===== src/pll_mode_pkg.sv =====
// Register map, field positions, reset values and timing constants.
package pll_mode_pkg;
   localparam longint CLK_PERIOD_NS = 50;

   // Register offsets.
   localparam logic [6:0] ADDR_CTRL = 7'h00;
   localparam logic [6:0] ADDR_STATUS = 7'h01;
   localparam logic [6:0] ADDR_RELEASE = 7'h19;
   localparam logic [6:0] ADDR_FINE = 7'h1a;
   localparam logic [6:0] ADDR_PRI_ACQ = 7'h20;
   localparam logic [6:0] ADDR_SEC_ACQ = 7'h28;
   localparam logic [6:0] ADDR_CAL3 = 7'h40;
   localparam logic [6:0] ADDR_CAL2 = 7'h41;
   localparam logic [6:0] ADDR_CAL1 = 7'h42;
   localparam logic [6:0] ADDR_CAL0 = 7'h43;

   // Field positions.
   localparam int CTRL_REF_BIT = 7;
   localparam int CTRL_MODE_HI = 4;
   localparam int CTRL_MODE_LO = 3;
   localparam int CTRL_CORNER_BIT = 2;
   localparam int REL_MANUAL_BIT = 2;
   localparam int REL_INHIBIT_BIT = 1;
   localparam int STAT_LOCK_BIT = 5;
   localparam int STAT_HOLD_BIT = 4;
   localparam int STAT_RANGE_BIT = 2;
   localparam int ACQ_RATE_HI = 4;
   localparam int ACQ_RATE_LO = 3;
   localparam int ACQ_HOLD_BIT = 1;
   localparam int ACQ_RANGE_BIT = 0;

   // Reset values.
   localparam logic [1:0] MODE_RESET = 2'h2;
   localparam logic [7:0] FINE_RESET = 8'h00;
   localparam logic [7:0] CAL_RESET = 8'h00;
   localparam logic ACQ_HOLD_RESET = 1'b1;

   // Mode select codes; 2'h3 is reserved.
   localparam logic [1:0] MODE_NORMAL = 2'h0;
   localparam logic [1:0] MODE_HOLDOVER = 2'h1;
   localparam logic [1:0] MODE_FREE_RUN = 2'h2;

   // Reference rate codes.
   localparam logic [1:0] RATE_19M44 = 2'h0;
   localparam logic [1:0] RATE_8K = 2'h1;
   localparam logic [1:0] RATE_1M544 = 2'h2;
   localparam logic [1:0] RATE_2M048 = 2'h3;

   // Hit-free reference cycles needed before a loop leaves holdover.
   localparam logic [9:0] QUIET_FAST = 10'h040;
   localparam logic [9:0] QUIET_19M44 = 10'h200;
   localparam logic [9:0] QUIET_8K = 10'h001;

   // Missing reference edges for this long means the reference is lost.
   localparam longint LOSS_TIME_NS = 130000;
   localparam logic [11:0] LOSS_CYCLES = 12'(LOSS_TIME_NS / CLK_PERIOD_NS);

   // Phase slew: one fine step no more often than these intervals.
   localparam longint FINE_STEP_PS = 477;
   localparam longint SLEW_HI_NS = 885;
   localparam longint SLEW_HI_WINDOW_NS = 1000000000;
   localparam longint SLEW_LO_NS = 41;
   localparam longint SLEW_LO_WINDOW_NS = 1326000;
   localparam longint SLEW_HI_DEN = SLEW_HI_NS * 1000 * CLK_PERIOD_NS;
   localparam longint SLEW_LO_DEN = SLEW_LO_NS * 1000 * CLK_PERIOD_NS;
   localparam longint SLEW_HI_CYCLES =
      (FINE_STEP_PS * SLEW_HI_WINDOW_NS + SLEW_HI_DEN - 1) / SLEW_HI_DEN;
   localparam longint SLEW_LO_CYCLES =
      (FINE_STEP_PS * SLEW_LO_WINDOW_NS + SLEW_LO_DEN - 1) / SLEW_LO_DEN;

   // Frequency steering: unit of 0.1 ppm, slope limit of 2.0 ppm/s.
   localparam longint FREQ_UNIT_PPB = 100;
   localparam longint FREQ_SLOPE_PPB_PER_S = 2000;
   localparam longint FREQ_DEN = FREQ_SLOPE_PPB_PER_S * CLK_PERIOD_NS;
   localparam longint FREQ_STEP_CYCLES =
      (1000000000 * FREQ_UNIT_PPB + FREQ_DEN - 1) / FREQ_DEN;

   typedef enum logic [2:0] {
      ST_FREE_RUN,
      ST_HOLDOVER,
      ST_ACQUIRE,
      ST_NORMAL,
      ST_AUTO_HOLDOVER
   } core_state_type;
endpackage


===== src/sync_pll_mode_control.sv =====
// Mode control, offset slewing and status for a synchronising PLL.
//
// Behaviour
// - Outputs shifted by fine offset, 477 ps steps.
// - Fine offset is signed two's complement.
// - Phase slew limited by filter corner selection.
// - Primary reference rate code at bits 4-3.
// - Secondary reference rate code at bits 4-3.
// - Loop holdover flag on loss, drift, hit.
// - Loop range flag when capture range exceeded.
// - 32-bit calibration word, four bytes, MSB first.
// - Frequency offset beyond limit declares failure.
// - Half-cycle phase hit fails, except 8 kHz.
// - Failure forces auto-holdover, lock 0, holdover 1.
// - Auto return after enough hit-free cycles.
// - Inhibited return needs manual release rising edge.
// - Reset to free-run; normal without reference holds.
// - Holdover keeps free-run output accuracy.
// - Loop synchronised then core acquires, locks, normal.
// - Reference switch in auto-holdover goes via holdover.
// - Frequency steered below 2.0 ppm/s slope.
// - Auto-holdover to normal without phase hit.
// - Mode codes normal, holdover, free-run, reserved.
// - Lock bit high only while core locked.
//
// The implementer's own choice: the strobed register port.
`timescale 1ns/1ns
module sync_pll_mode_control #(
   parameter logic [13:0] SLEW_HI_CYCLES =
      14'(pll_mode_pkg::SLEW_HI_CYCLES),
   parameter logic [19:0] FREQ_STEP_CYCLES =
      20'(pll_mode_pkg::FREQ_STEP_CYCLES)
) (
   // Clock and reset
   input wire logic clk,
   input wire logic reset,
   // Register port
   input wire logic [6:0] addr,
   input wire logic [7:0] wdata,
   input wire logic wr,
   input wire logic rd,
   output logic [7:0] rdata,
   // Primary reference front end
   input wire logic pri_ref_cycle,
   input wire logic pri_freq_fail,
   input wire logic pri_phase_hit,
   input wire logic pri_range_exceed,
   input wire logic [1:0] pri_rate_code,
   // Secondary reference front end
   input wire logic sec_ref_cycle,
   input wire logic sec_freq_fail,
   input wire logic sec_phase_hit,
   input wire logic sec_range_exceed,
   input wire logic [1:0] sec_rate_code,
   // Frequency of the selected reference, 0.1 ppm units, signed
   input wire logic [15:0] selected_ref_freq,
   // Status and core outputs
   output logic lock,
   output logic holdover,
   output logic free_run,
   output logic [7:0] phase_offset,
   output logic [15:0] core_freq,
   output logic [31:0] osc_calibration_word
);
   localparam logic [13:0] SLEW_LO_CYCLES =
      14'(pll_mode_pkg::SLEW_LO_CYCLES);

   typedef struct packed {
      logic reference_choice;
      logic ref_prev;
      logic [1:0] operating_mode_select;
      logic filter_corner_select;
      logic auto_return_inhibit;
      logic manual_release;
      logic [7:0] fine_phase_step;
      logic [7:0] phase;
      logic [13:0] slew_cnt;
      logic [15:0] freq;
      logic [19:0] freq_cnt;
      logic [31:0] cal;
      pll_mode_pkg::core_state_type state;
      logic lock;
      logic holdover;
      logic free_run;
      logic [7:0] rdata;
   } regs_type;

   regs_type q;
   regs_type d;

   logic pri_hold;
   logic pri_range;
   logic sec_hold;
   logic sec_range;
   logic sel_hold;
   logic sel_range;
   logic ref_switch;
   logic release_rise;
   logic [13:0] slew_limit;
   logic [15:0] freq_target;
   logic tracking;

   ref_monitor pri_mon (
      .clk(clk),
      .reset(reset),
      .ref_cycle(pri_ref_cycle),
      .freq_fail(pri_freq_fail),
      .phase_hit(pri_phase_hit),
      .range_exceed(pri_range_exceed),
      .rate_code(pri_rate_code),
      .holdover_flag(pri_hold),
      .range_flag(pri_range)
   );

   ref_monitor sec_mon (
      .clk(clk),
      .reset(reset),
      .ref_cycle(sec_ref_cycle),
      .freq_fail(sec_freq_fail),
      .phase_hit(sec_phase_hit),
      .range_exceed(sec_range_exceed),
      .rate_code(sec_rate_code),
      .holdover_flag(sec_hold),
      .range_flag(sec_range)
   );

   always_comb begin
      d = q;
      d.rdata = 8'h00;
      sel_hold = q.reference_choice ? sec_hold : pri_hold;
      sel_range = q.reference_choice ? sec_range : pri_range;
      ref_switch = (q.ref_prev != q.reference_choice);
      d.ref_prev = q.reference_choice;
      release_rise = wr && (addr == pll_mode_pkg::ADDR_RELEASE)
         && wdata[pll_mode_pkg::REL_MANUAL_BIT] && !q.manual_release;

      // Register writes.
      if (wr) begin
         unique case (addr)
            pll_mode_pkg::ADDR_CTRL: begin
               d.reference_choice = wdata[pll_mode_pkg::CTRL_REF_BIT];
               d.operating_mode_select =
                  wdata[pll_mode_pkg::CTRL_MODE_HI:pll_mode_pkg::CTRL_MODE_LO];
               d.filter_corner_select =
                  wdata[pll_mode_pkg::CTRL_CORNER_BIT];
            end
            pll_mode_pkg::ADDR_RELEASE: begin
               d.manual_release = wdata[pll_mode_pkg::REL_MANUAL_BIT];
               d.auto_return_inhibit = wdata[pll_mode_pkg::REL_INHIBIT_BIT];
            end
            pll_mode_pkg::ADDR_FINE: d.fine_phase_step = wdata;
            pll_mode_pkg::ADDR_CAL3: d.cal[31:24] = wdata;
            pll_mode_pkg::ADDR_CAL2: d.cal[23:16] = wdata;
            pll_mode_pkg::ADDR_CAL1: d.cal[15:8] = wdata;
            pll_mode_pkg::ADDR_CAL0: d.cal[7:0] = wdata;
            default: ;
         endcase
      end

      // Register reads; unmapped offsets read as zero.
      if (rd) begin
         unique case (addr)
            pll_mode_pkg::ADDR_CTRL:
               d.rdata = {q.reference_choice, 2'h0,
                          q.operating_mode_select,
                          q.filter_corner_select, 2'h0};
            pll_mode_pkg::ADDR_STATUS:
               d.rdata = {2'h0, q.lock, q.holdover, 1'b0, sel_range, 2'h0};
            pll_mode_pkg::ADDR_RELEASE:
               d.rdata = {5'h00, q.manual_release,
                          q.auto_return_inhibit, 1'b0};
            pll_mode_pkg::ADDR_FINE: d.rdata = q.fine_phase_step;
            pll_mode_pkg::ADDR_PRI_ACQ:
               d.rdata = {3'h0, pri_rate_code, 1'b0,
                          pri_hold, pri_range};
            pll_mode_pkg::ADDR_SEC_ACQ:
               d.rdata = {3'h0, sec_rate_code, 1'b0,
                          sec_hold, sec_range};
            pll_mode_pkg::ADDR_CAL3: d.rdata = q.cal[31:24];
            pll_mode_pkg::ADDR_CAL2: d.rdata = q.cal[23:16];
            pll_mode_pkg::ADDR_CAL1: d.rdata = q.cal[15:8];
            pll_mode_pkg::ADDR_CAL0: d.rdata = q.cal[7:0];
            default: d.rdata = 8'h00;
         endcase
      end

      // Core loop state machine; the reserved mode code freezes it.
      unique case (q.operating_mode_select)
         pll_mode_pkg::MODE_FREE_RUN: d.state = pll_mode_pkg::ST_FREE_RUN;
         pll_mode_pkg::MODE_HOLDOVER: d.state = pll_mode_pkg::ST_HOLDOVER;
         pll_mode_pkg::MODE_NORMAL: begin
            unique case (q.state)
               pll_mode_pkg::ST_FREE_RUN:
                  d.state = pll_mode_pkg::ST_HOLDOVER;
               pll_mode_pkg::ST_HOLDOVER: begin
                  // Waits here for as long as the selected reference is unusable.
                  if (!sel_hold) begin
                     d.state = pll_mode_pkg::ST_ACQUIRE;
                  end
               end
               pll_mode_pkg::ST_ACQUIRE: begin
                  if (sel_hold) begin
                     d.state = pll_mode_pkg::ST_HOLDOVER;
                  end else if (q.freq == selected_ref_freq) begin
                     d.state = pll_mode_pkg::ST_NORMAL;
                  end
               end
               pll_mode_pkg::ST_NORMAL: begin
                  if (ref_switch) begin
                     d.state = pll_mode_pkg::ST_HOLDOVER;
                  end else if (sel_hold) begin
                     d.state = pll_mode_pkg::ST_AUTO_HOLDOVER;
                  end
               end
               pll_mode_pkg::ST_AUTO_HOLDOVER: begin
                  if (ref_switch) begin
                     d.state = pll_mode_pkg::ST_HOLDOVER;
                  end else if (!sel_hold && !q.auto_return_inhibit) begin
                     d.state = pll_mode_pkg::ST_NORMAL;
                  end else if (!sel_hold && release_rise) begin
                     d.state = pll_mode_pkg::ST_NORMAL;
                  end
               end
               default: d.state = pll_mode_pkg::ST_FREE_RUN;
            endcase
         end
         default: d.state = q.state;
      endcase

      d.lock = (d.state == pll_mode_pkg::ST_NORMAL);
      d.holdover = (d.state == pll_mode_pkg::ST_HOLDOVER)
         || (d.state == pll_mode_pkg::ST_AUTO_HOLDOVER);
      d.free_run = (d.state == pll_mode_pkg::ST_FREE_RUN);

      // Frequency steering: holdover freezes the last frequency, free-run
      // walks back to the bare oscillator, and every change is one unit.
      tracking = (q.state == pll_mode_pkg::ST_ACQUIRE)
         || (q.state == pll_mode_pkg::ST_NORMAL);
      freq_target = (q.state == pll_mode_pkg::ST_FREE_RUN) ? 16'h0000
         : tracking ? selected_ref_freq : q.freq;
      if (q.freq == freq_target) begin
         d.freq_cnt = 20'h00000;
      end else if (q.freq_cnt >= FREQ_STEP_CYCLES - 20'h00001) begin
         d.freq_cnt = 20'h00000;
         if ($signed(freq_target) > $signed(q.freq)) begin
            d.freq = q.freq + 16'h0001;
         end else begin
            d.freq = q.freq - 16'h0001;
         end
      end else begin
         d.freq_cnt = q.freq_cnt + 20'h00001;
      end

      // Phase slew toward the programmed offset, one fine step at a time,
      // so no state change ever jumps the output phase.
      slew_limit = q.filter_corner_select ? SLEW_HI_CYCLES : SLEW_LO_CYCLES;
      if (q.phase == q.fine_phase_step) begin
         d.slew_cnt = 14'h0000;
      end else if (q.slew_cnt >= slew_limit - 14'h0001) begin
         d.slew_cnt = 14'h0000;
         if ($signed(q.fine_phase_step) > $signed(q.phase)) begin
            d.phase = q.phase + 8'h01;
         end else begin
            d.phase = q.phase - 8'h01;
         end
      end else begin
         d.slew_cnt = q.slew_cnt + 14'h0001;
      end
   end

   always_ff @(posedge clk) begin
      if (reset) begin
         q <= '{reference_choice: 1'b0, ref_prev: 1'b0,
                operating_mode_select: pll_mode_pkg::MODE_RESET,
                filter_corner_select: 1'b0, auto_return_inhibit: 1'b0,
                manual_release: 1'b0,
                fine_phase_step: pll_mode_pkg::FINE_RESET,
                phase: pll_mode_pkg::FINE_RESET, slew_cnt: 14'h0000,
                freq: 16'h0000, freq_cnt: 20'h00000,
                cal: {4{pll_mode_pkg::CAL_RESET}},
                state: pll_mode_pkg::ST_FREE_RUN, lock: 1'b0,
                holdover: 1'b0, free_run: 1'b1, rdata: 8'h00};
      end else begin
         q <= d;
      end
   end

   assign rdata = q.rdata;
   assign lock = q.lock;
   assign holdover = q.holdover;
   assign free_run = q.free_run;
   assign phase_offset = q.phase;
   assign core_freq = q.freq;
   assign osc_calibration_word = q.cal;
endmodule // sync_pll_mode_control


===== src/ref_monitor.sv =====
// Acquisition loop monitor: holdover and range flags for one reference.
`timescale 1ns/1ns
module ref_monitor (
   // Clock and reset
   input wire logic clk,
   input wire logic reset,
   // Reference front end
   input wire logic ref_cycle,
   input wire logic freq_fail,
   input wire logic phase_hit,
   input wire logic range_exceed,
   input wire logic [1:0] rate_code,
   // Flags
   output logic holdover_flag,
   output logic range_flag
);
   typedef struct packed {
      logic hold;
      logic range;
      logic [9:0] quiet;
      logic [11:0] idle;
   } mon_type;

   mon_type q;
   mon_type d;
   logic hit;
   logic lost;
   logic [9:0] need;

   always_comb begin
      d = q;
      hit = phase_hit && (rate_code != pll_mode_pkg::RATE_8K);
      if (ref_cycle) begin
         d.idle = 12'h000;
      end else if (q.idle != pll_mode_pkg::LOSS_CYCLES) begin
         d.idle = q.idle + 12'h001;
      end
      lost = (q.idle == pll_mode_pkg::LOSS_CYCLES);
      unique case (rate_code)
         pll_mode_pkg::RATE_8K: need = pll_mode_pkg::QUIET_8K;
         pll_mode_pkg::RATE_19M44: need = pll_mode_pkg::QUIET_19M44;
         pll_mode_pkg::RATE_1M544,
         pll_mode_pkg::RATE_2M048: need = pll_mode_pkg::QUIET_FAST;
      endcase
      // A fault always wins over the recovery count.
      if (freq_fail || hit || lost) begin
         d.hold = 1'b1;
         d.quiet = 10'h000;
      end else if (ref_cycle && q.hold) begin
         if (q.quiet + 10'h001 >= need) begin
            d.hold = 1'b0;
            d.quiet = 10'h000;
         end else begin
            d.quiet = q.quiet + 10'h001;
         end
      end
      d.range = range_exceed;
   end

   always_ff @(posedge clk) begin
      if (reset) begin
         q <= '{hold: pll_mode_pkg::ACQ_HOLD_RESET, range: 1'b0,
                quiet: 10'h000, idle: 12'h000};
      end else begin
         q <= d;
      end
   end

   assign holdover_flag = q.hold;
   assign range_flag = q.range;
endmodule // ref_monitor


===== config.mk =====
export PLATFORM = sky130hd
export DESIGN_NAME = sync_pll_mode_control
export DESIGN_NICKNAME = d
export VERILOG_FILES = /design/src/pll_mode_pkg.sv /design/src/sync_pll_mode_control.sv /design/src/ref_monitor.sv
export SDC_FILE = /design/constraint.sdc
export NUM_CORES = 1
export LEC_CHECK = 0
export BUFFER_PORTS_ARGS = -buffer_cell sky130_fd_sc_hd__buf_2
export CAP_MARGIN = 20
export CORE_ASPECT_RATIO = 1.5
export CORE_MARGIN = 4
export CORE_UTILIZATION = 40
export CTS_CLUSTER_SIZE = 14
export DETAILED_ROUTE_END_ITERATION = 10
export HOLD_SLACK_MARGIN = 0.15
export SLEW_MARGIN = 20
export SYNTH_ARGS = -nofsm -noshare
export SYNTH_HDL_FRONTEND = slang
export SYNTH_HIERARCHICAL = 1
export SYNTH_SLANG_ARGS = --single-unit
export TNS_END_PERCENT = 20

===== constraint.sdc =====
create_clock -name clk -period 4.1 [get_ports clk]
set_input_delay 0.82 -clock clk [delete_from_list [all_inputs] [get_ports clk]]
set_output_delay 0.82 -clock clk [all_outputs]
set_load 0.05 [all_outputs]

== Word-level counts from Yosys, hierarchy flattened ==
Cells that the tools add are included.
Storage, ports and cells
  input bits: 47
  bits in registers: 167
Cells by class
  $lt $le $gt $ge: 6
  reduce and logical (&&, ||, !) cells: 44
  bitwise operators: 3
  mux-type cells: 22
  equal/unequal tests: 34
  $add $sub $neg: 11
Operators with widths (count)
  8-bit one-hot mux with 10 select lines: 1
  10-bit one-hot mux with 3 select lines: 2
  16-bit 2-to-1 mux: 3
  16-bit == test: 2
  7-bit == test, second input constant: 4
  12-bit by 1-bit adder with 12-bit output, second input constant: 2
  12-bit == test, second input constant: 2
  3-bit 2-to-1 mux: 8
  12-bit inequality test, second input constant: 2
  2-bit AND reduction: 11
  10-bit by 1-bit adder with 10-bit output, second input constant: 2
  20-bit by 1-bit adder with 20-bit output, second input constant: 1
  10-bit greater-or-equal comparator: 2
  20-bit greater-or-equal comparator, second input constant: 1
  10-bit 2-to-1 mux: 2
  16-bit by 1-bit adder with 16-bit output, second input constant: 1
  16-bit greater-than comparator: 1
  16-bit by 1-bit subtractor with 16-bit output, second input constant: 1
  3-bit one-hot mux with 5 select lines: 1
  14-bit by 1-bit adder with 14-bit output, second input constant: 1
  7-bit by 5-bit == test with 1-bit output, second input constant: 2
  7-bit by 6-bit == test with 1-bit output, second input constant: 2
  14-bit greater-or-equal comparator: 1
  14-bit 2-to-1 mux: 1
  other kinds (25): 64

== Depth between registers and ports, before layout ==
  depth after elaboration: 12
  mapped depth: 22
  mapped depth without buffers: 19

== Hierarchy ==
The synthesis kept the hierarchy.
Modules (own cells, without submodules)
  sync_pll_mode_control: seq. area each 2382.3 µm², cells an instance 942, times used 1, area each 7752.4 µm²
  ref_monitor: seq. area each 480.5 µm², cells an instance 157, times used 2, area each 1411.4 µm²

== Worst setup path before layout ==
No wires, ideal clock.
  path kind: reg-to-reg
  from: register q[11] in the netlist's numbering
  to: register q, in the netlist core_freq[14]
  setup slack: -0.376 ns
  path buffers: 2
  data arrival time: 4.349 ns
  stages on the path, launching flop included: 21
  library setup time: 0.128 ns
  data required time: 3.972 ns
  cells stage by stage: dfxtp_1 clkbuf_1 nor3_1 clkbuf_1 a21oi_1 ha_1 nand4_1 nor4_1 nand4_1 a31oi_1 a21o_1 inv_1 fa_1 nor2b_1 o21ai_0 a21boi_0 o2111ai_1 a32oi_1 xor2_1 mux2i_1 nor2_1
On the way
  cells in the longest elaborated chain, start to end: 7
RTL lines
  start, declared: RTL line sync_pll_mode_control.sv:88  | regs_type q;
  start signal, assigned: RTL line sync_pll_mode_control.sv:273  | q <= '{reference_choice: 1'b0, ref_prev: 1'b0,
  3-bit by 2-bit == test with 1-bit output (on tied branches): RTL line sync_pll_mode_control.sv:237, sync_pll_mode_control.sv:238
  1-bit logical OR: RTL line sync_pll_mode_control.sv:238  | || (q.state == pll_mode_pkg::ST_NORMAL);
  16-bit 2-to-1 mux: RTL line sync_pll_mode_control.sv:240  | : tracking ? selected_ref_freq : q.freq;
  16-bit 2-to-1 mux *: RTL line sync_pll_mode_control.sv:239  | freq_target = (q.state == pll_mode_pkg::ST_FREE_RUN) ? 16'h0000
  parallel branches: the longest is 3 deep, another holds 16-bit greater-than comparator
Every way passes the cells marked *.
A chain may end at the register's enable or synchronous reset.

== Worst setup path in the final report ==
  from: register q[12] in the netlist's numbering
  to: register q, in the netlist core_freq[14]
Same word-level chain as after synthesis.

==> impl_metrics.toml <==
[power_and_ir_drop]
p_per_area_nw_per_um2 = 280
p_leak_nw = 5.10
finalPower_mw = 3.39
ir_worst_vdd_mv = 0.258

[die]
floorplan.initialDensity_pct = 40.8
dieHeight_um = 207
io_pins = 114
std_cell_rows = 72
die_x_um = 141
dieArea_um2 = 29200
core_region_area_um2 = 25900

[cts]
cts.sinks = 167
cts_max_path_buffers = 2
cts_inserted_buffers = 17
clock_latency_ps = 420
cts_tree = "built"
cts-root-buf = "clkbuf_16"
ctsHoldBuffers = 0
htree_num_levels = 4
clk_pin_slew_ps = 60

[yosys]
syn_area_um2 = 10600
seq_area_frac_synth_pct = 31.6
syn_avg_cell_area_um2 = 8.42
synth-compound-area-share_pct = 13.7
synthMuxAreaShare_pct = 5.10
synth_seq_cells = 167
syn-instance-count = 1256
synth.top_cell.area_share_pct = 31.6
synthAdderAreaFrac_pct = 8.90
async_flop_share_pct = 0
synth_simple_gate_area_share_pct = 23.1
yosys_most_used_dff = "dfxtp_1"
synth_edf_count = 0
synth_nets = 1377
synth_xor_area_share_pct = 8.94
synth_top_area_cell = "dfxtp_1"
synth_common_cells = "167 x dfxtp_1, 154 x nor2_1, 117 x nand2_1"
ys_types = 87
synth_warnings = 6
synth_top_family_by_area = "simple AND/OR/NAND/NOR gates"
synth_area_leaders = "dfxtp_1 32%, ha_1 8.5%, nor2_1 5.5%, xor2_1 5.5%, buf_4 4.6%"
synth_most_common_cell = "dfxtp_1"

[grt]
grt_pass1_vias = 8570
grt_overflow = 0
antenna_found_initial = 1
grt_pass1_wl_um = 42800
grt_max_degree = 58
track_usage_pct = 17.8

[critical_path]
startpoint_type = "register"
cp.buffers_inverters = 3
worst_ep_arrival_time_ps = 4310
required_ps = 4460
crit_family = "compound AO/OA/AOI/OAI gates"
slowest_stage = "fa_1"
crit_fanout = 17
path_cells = "buf_4 -> nand2b_4 -> buf_12 -> nand2_1 -> a21oi_1 -> ha_1 -> a21o_1 -> a211oi_2 -> nand3b_1 -> a31oi_1 -> a21o_2 -> inv_1 -> fa_1 -> nor2b_2 -> o21ai_1 -> a21boi_2 -> o2111ai_2 -> a32oi_1 -> xor2_1 -> mux2i_1 -> nor2_1"
critPathMaxStageDelay_ps = 400
critPathKind = "reg -> reg"
cp-end-kind = "register"

[placed_design]
dp_hpwl_um = 20100
dp_cells = 1644
portBuffers = 113
place_congestion = 0.816
dpl_worst_slack_ps = -220

[sta]
final_hold_viol_count = 0
tightest_slew_ps = 697
final_max_slew_viol_count = 0
rsz0062_at_grt = "yes"
maxSlewHeadroom_pct = 53.5
setup_tns_ps = 0
setup-violations-final = 0
fin_worst_skew_ps = 12.3
post-route-worst-setup-slack_ps = 146
fmax_mhz = 253
post-route-period-util_pct = 96.4
period_needed_ps = 3950

[layout]
fillers = 2571
antenna_cells = 0
layout-drive-gt1-share_pct = 21.2
syn2layout_area_growth_pct = 14.3
nets = 1460
stdcell_count = 1685

[detailed_routing]
drc = 0
detail-route-antenna-nets = 0
detail_route.wirelength_um = 26500
viasPerCell = 5.32
via_count = 8972
drt-wirelength-per-cell_um = 15.7
drtPass1Iterations = 7
dr.first_iter.drc_count = 357

[run]
drv_cap = 0

[run_status]
status = "finished, final reports clean"

[min_path]
min_path_type = "reg -> reg"
-- registers in the layout, indices dropped and copies added, names as in the netlist --
name and count:
d 1, free_run 1, core_freq 16, phase_offset 8, lock 1, pri_mon/holdover_flag 1
osc_calibration_word 32, q 51, sec_mon/range_flag 1, pri_mon/range_flag 1, rdata 8, pri_mon/q 22
holdover 1, sec_mon/holdover_flag 1, sec_mon/q 22
-- where the power goes --
| group | leakage [nW] | internal (mW) | switching [mW] | total (mW) |
|---|---|---|---|---|
| sequential | 1.35 | 1.63 | 0.00507 | 1.63 |
| clock | 0.279 | 0.930 | 0.664 | 1.59 |
| combinational | 3.47 | 0.0547 | 0.106 | 0.161 |
-- area by class of cell --
type / instances / area [um2] / share of cell area, %
inverter: 54 / 203 / 1.68
clock buffer: 21 / 460 / 3.81
timing repair buffer: 175 / 1100 / 9.10
multi-input combinational: 924 / 6440 / 53.2
sequential: 167 / 3350 / 27.7
clock inverter: 11 / 124 / 1.02
tap: 333 / 417 / 3.45
-- metal layers --
layer	part of all wire [%]	wire length, um	vias to the layer above	track usage (%)
met3	4.8	1260	49	3.58
met2	50	13300	201	31.0
met4	3.2	849	2	7.15
li1	-	-	4505	-
met1	42	11100	4215	21.4
met5	0.026	7	-	0
-- final timing paths --
check	start	to	slack [ps]	cells after the start
setup / recovery	q[12]	core_freq[14]	150	21
hold / removal	q[82]	q[82]	470	1
setup reg to reg	q[12]	core_freq[14]	150	21
hold reg to reg	q[82]	q[82]	470	1
-- per-stage QoR --
| stage | hold WS (ps) | cell area, um2 | util, % |
|---|---|---|---|
| 2_1_floorplan | 437 | 10600 | - |
| 3_3_place_gp | 453 | 11300 | 43.5 |
| 3_5_place_dp | 463 | 11300 | 43.5 |
| 4_1_cts | 478 | 11900 | 45.9 |
| 5_1_grt | 504 | 12100 | 46.6 |
| 6_report | 471 | 12100 | 46.6 |
-- cells by family (layout without fill, tap and decap cells) --
logic type	count (synthesis)	in the layout
DFF	167	167
adders and majority gates	74	74
xor gates and xnor gates	108	108
AOI/OAI and AO/OA	208	208
buffers and inverters	165	261
and+or+nand+nor	484	484
muxes	50	50
-- cells in the final DEF, fill, tap and decap left out, types with 12 or more instances in the layout --
master | Yosys | routed
a211oi_1 | 21 | 18
a21o_1 | 13 | 12
a21oi_1 | 82 | 79
and3_1 | 14 | 14
buf_2 | 9 | 112
buf_4 | 65 | 57
clkbuf_16 | 0 | 18
dfxtp_1 | 167 | 165
ha_1 | 72 | 70
inv_1 | 52 | 52
mux2i_1 | 40 | 40
nand2_1 | 117 | 116
nand3_1 | 53 | 52
nand4_1 | 33 | 33
nor2_1 | 154 | 154
nor3_1 | 24 | 23
o21ai_0 | 22 | 18
xnor2_1 | 42 | 42
xor2_1 | 66 | 66
-- timing repair --
| item | CTS | global route |
|---|---|---|
| pin swaps | 4 | 14 |
| buffers inserted | 1 | 7 |
| gates cloned | 0 | 1 |
| endpoints found under the setup margin | 4 | 11 |
| hold endpoints to repair | 0 | 0 |
| gates resized for setup | 8 | 26 |
No activity file was read; power rests on OpenSTA's default activity.
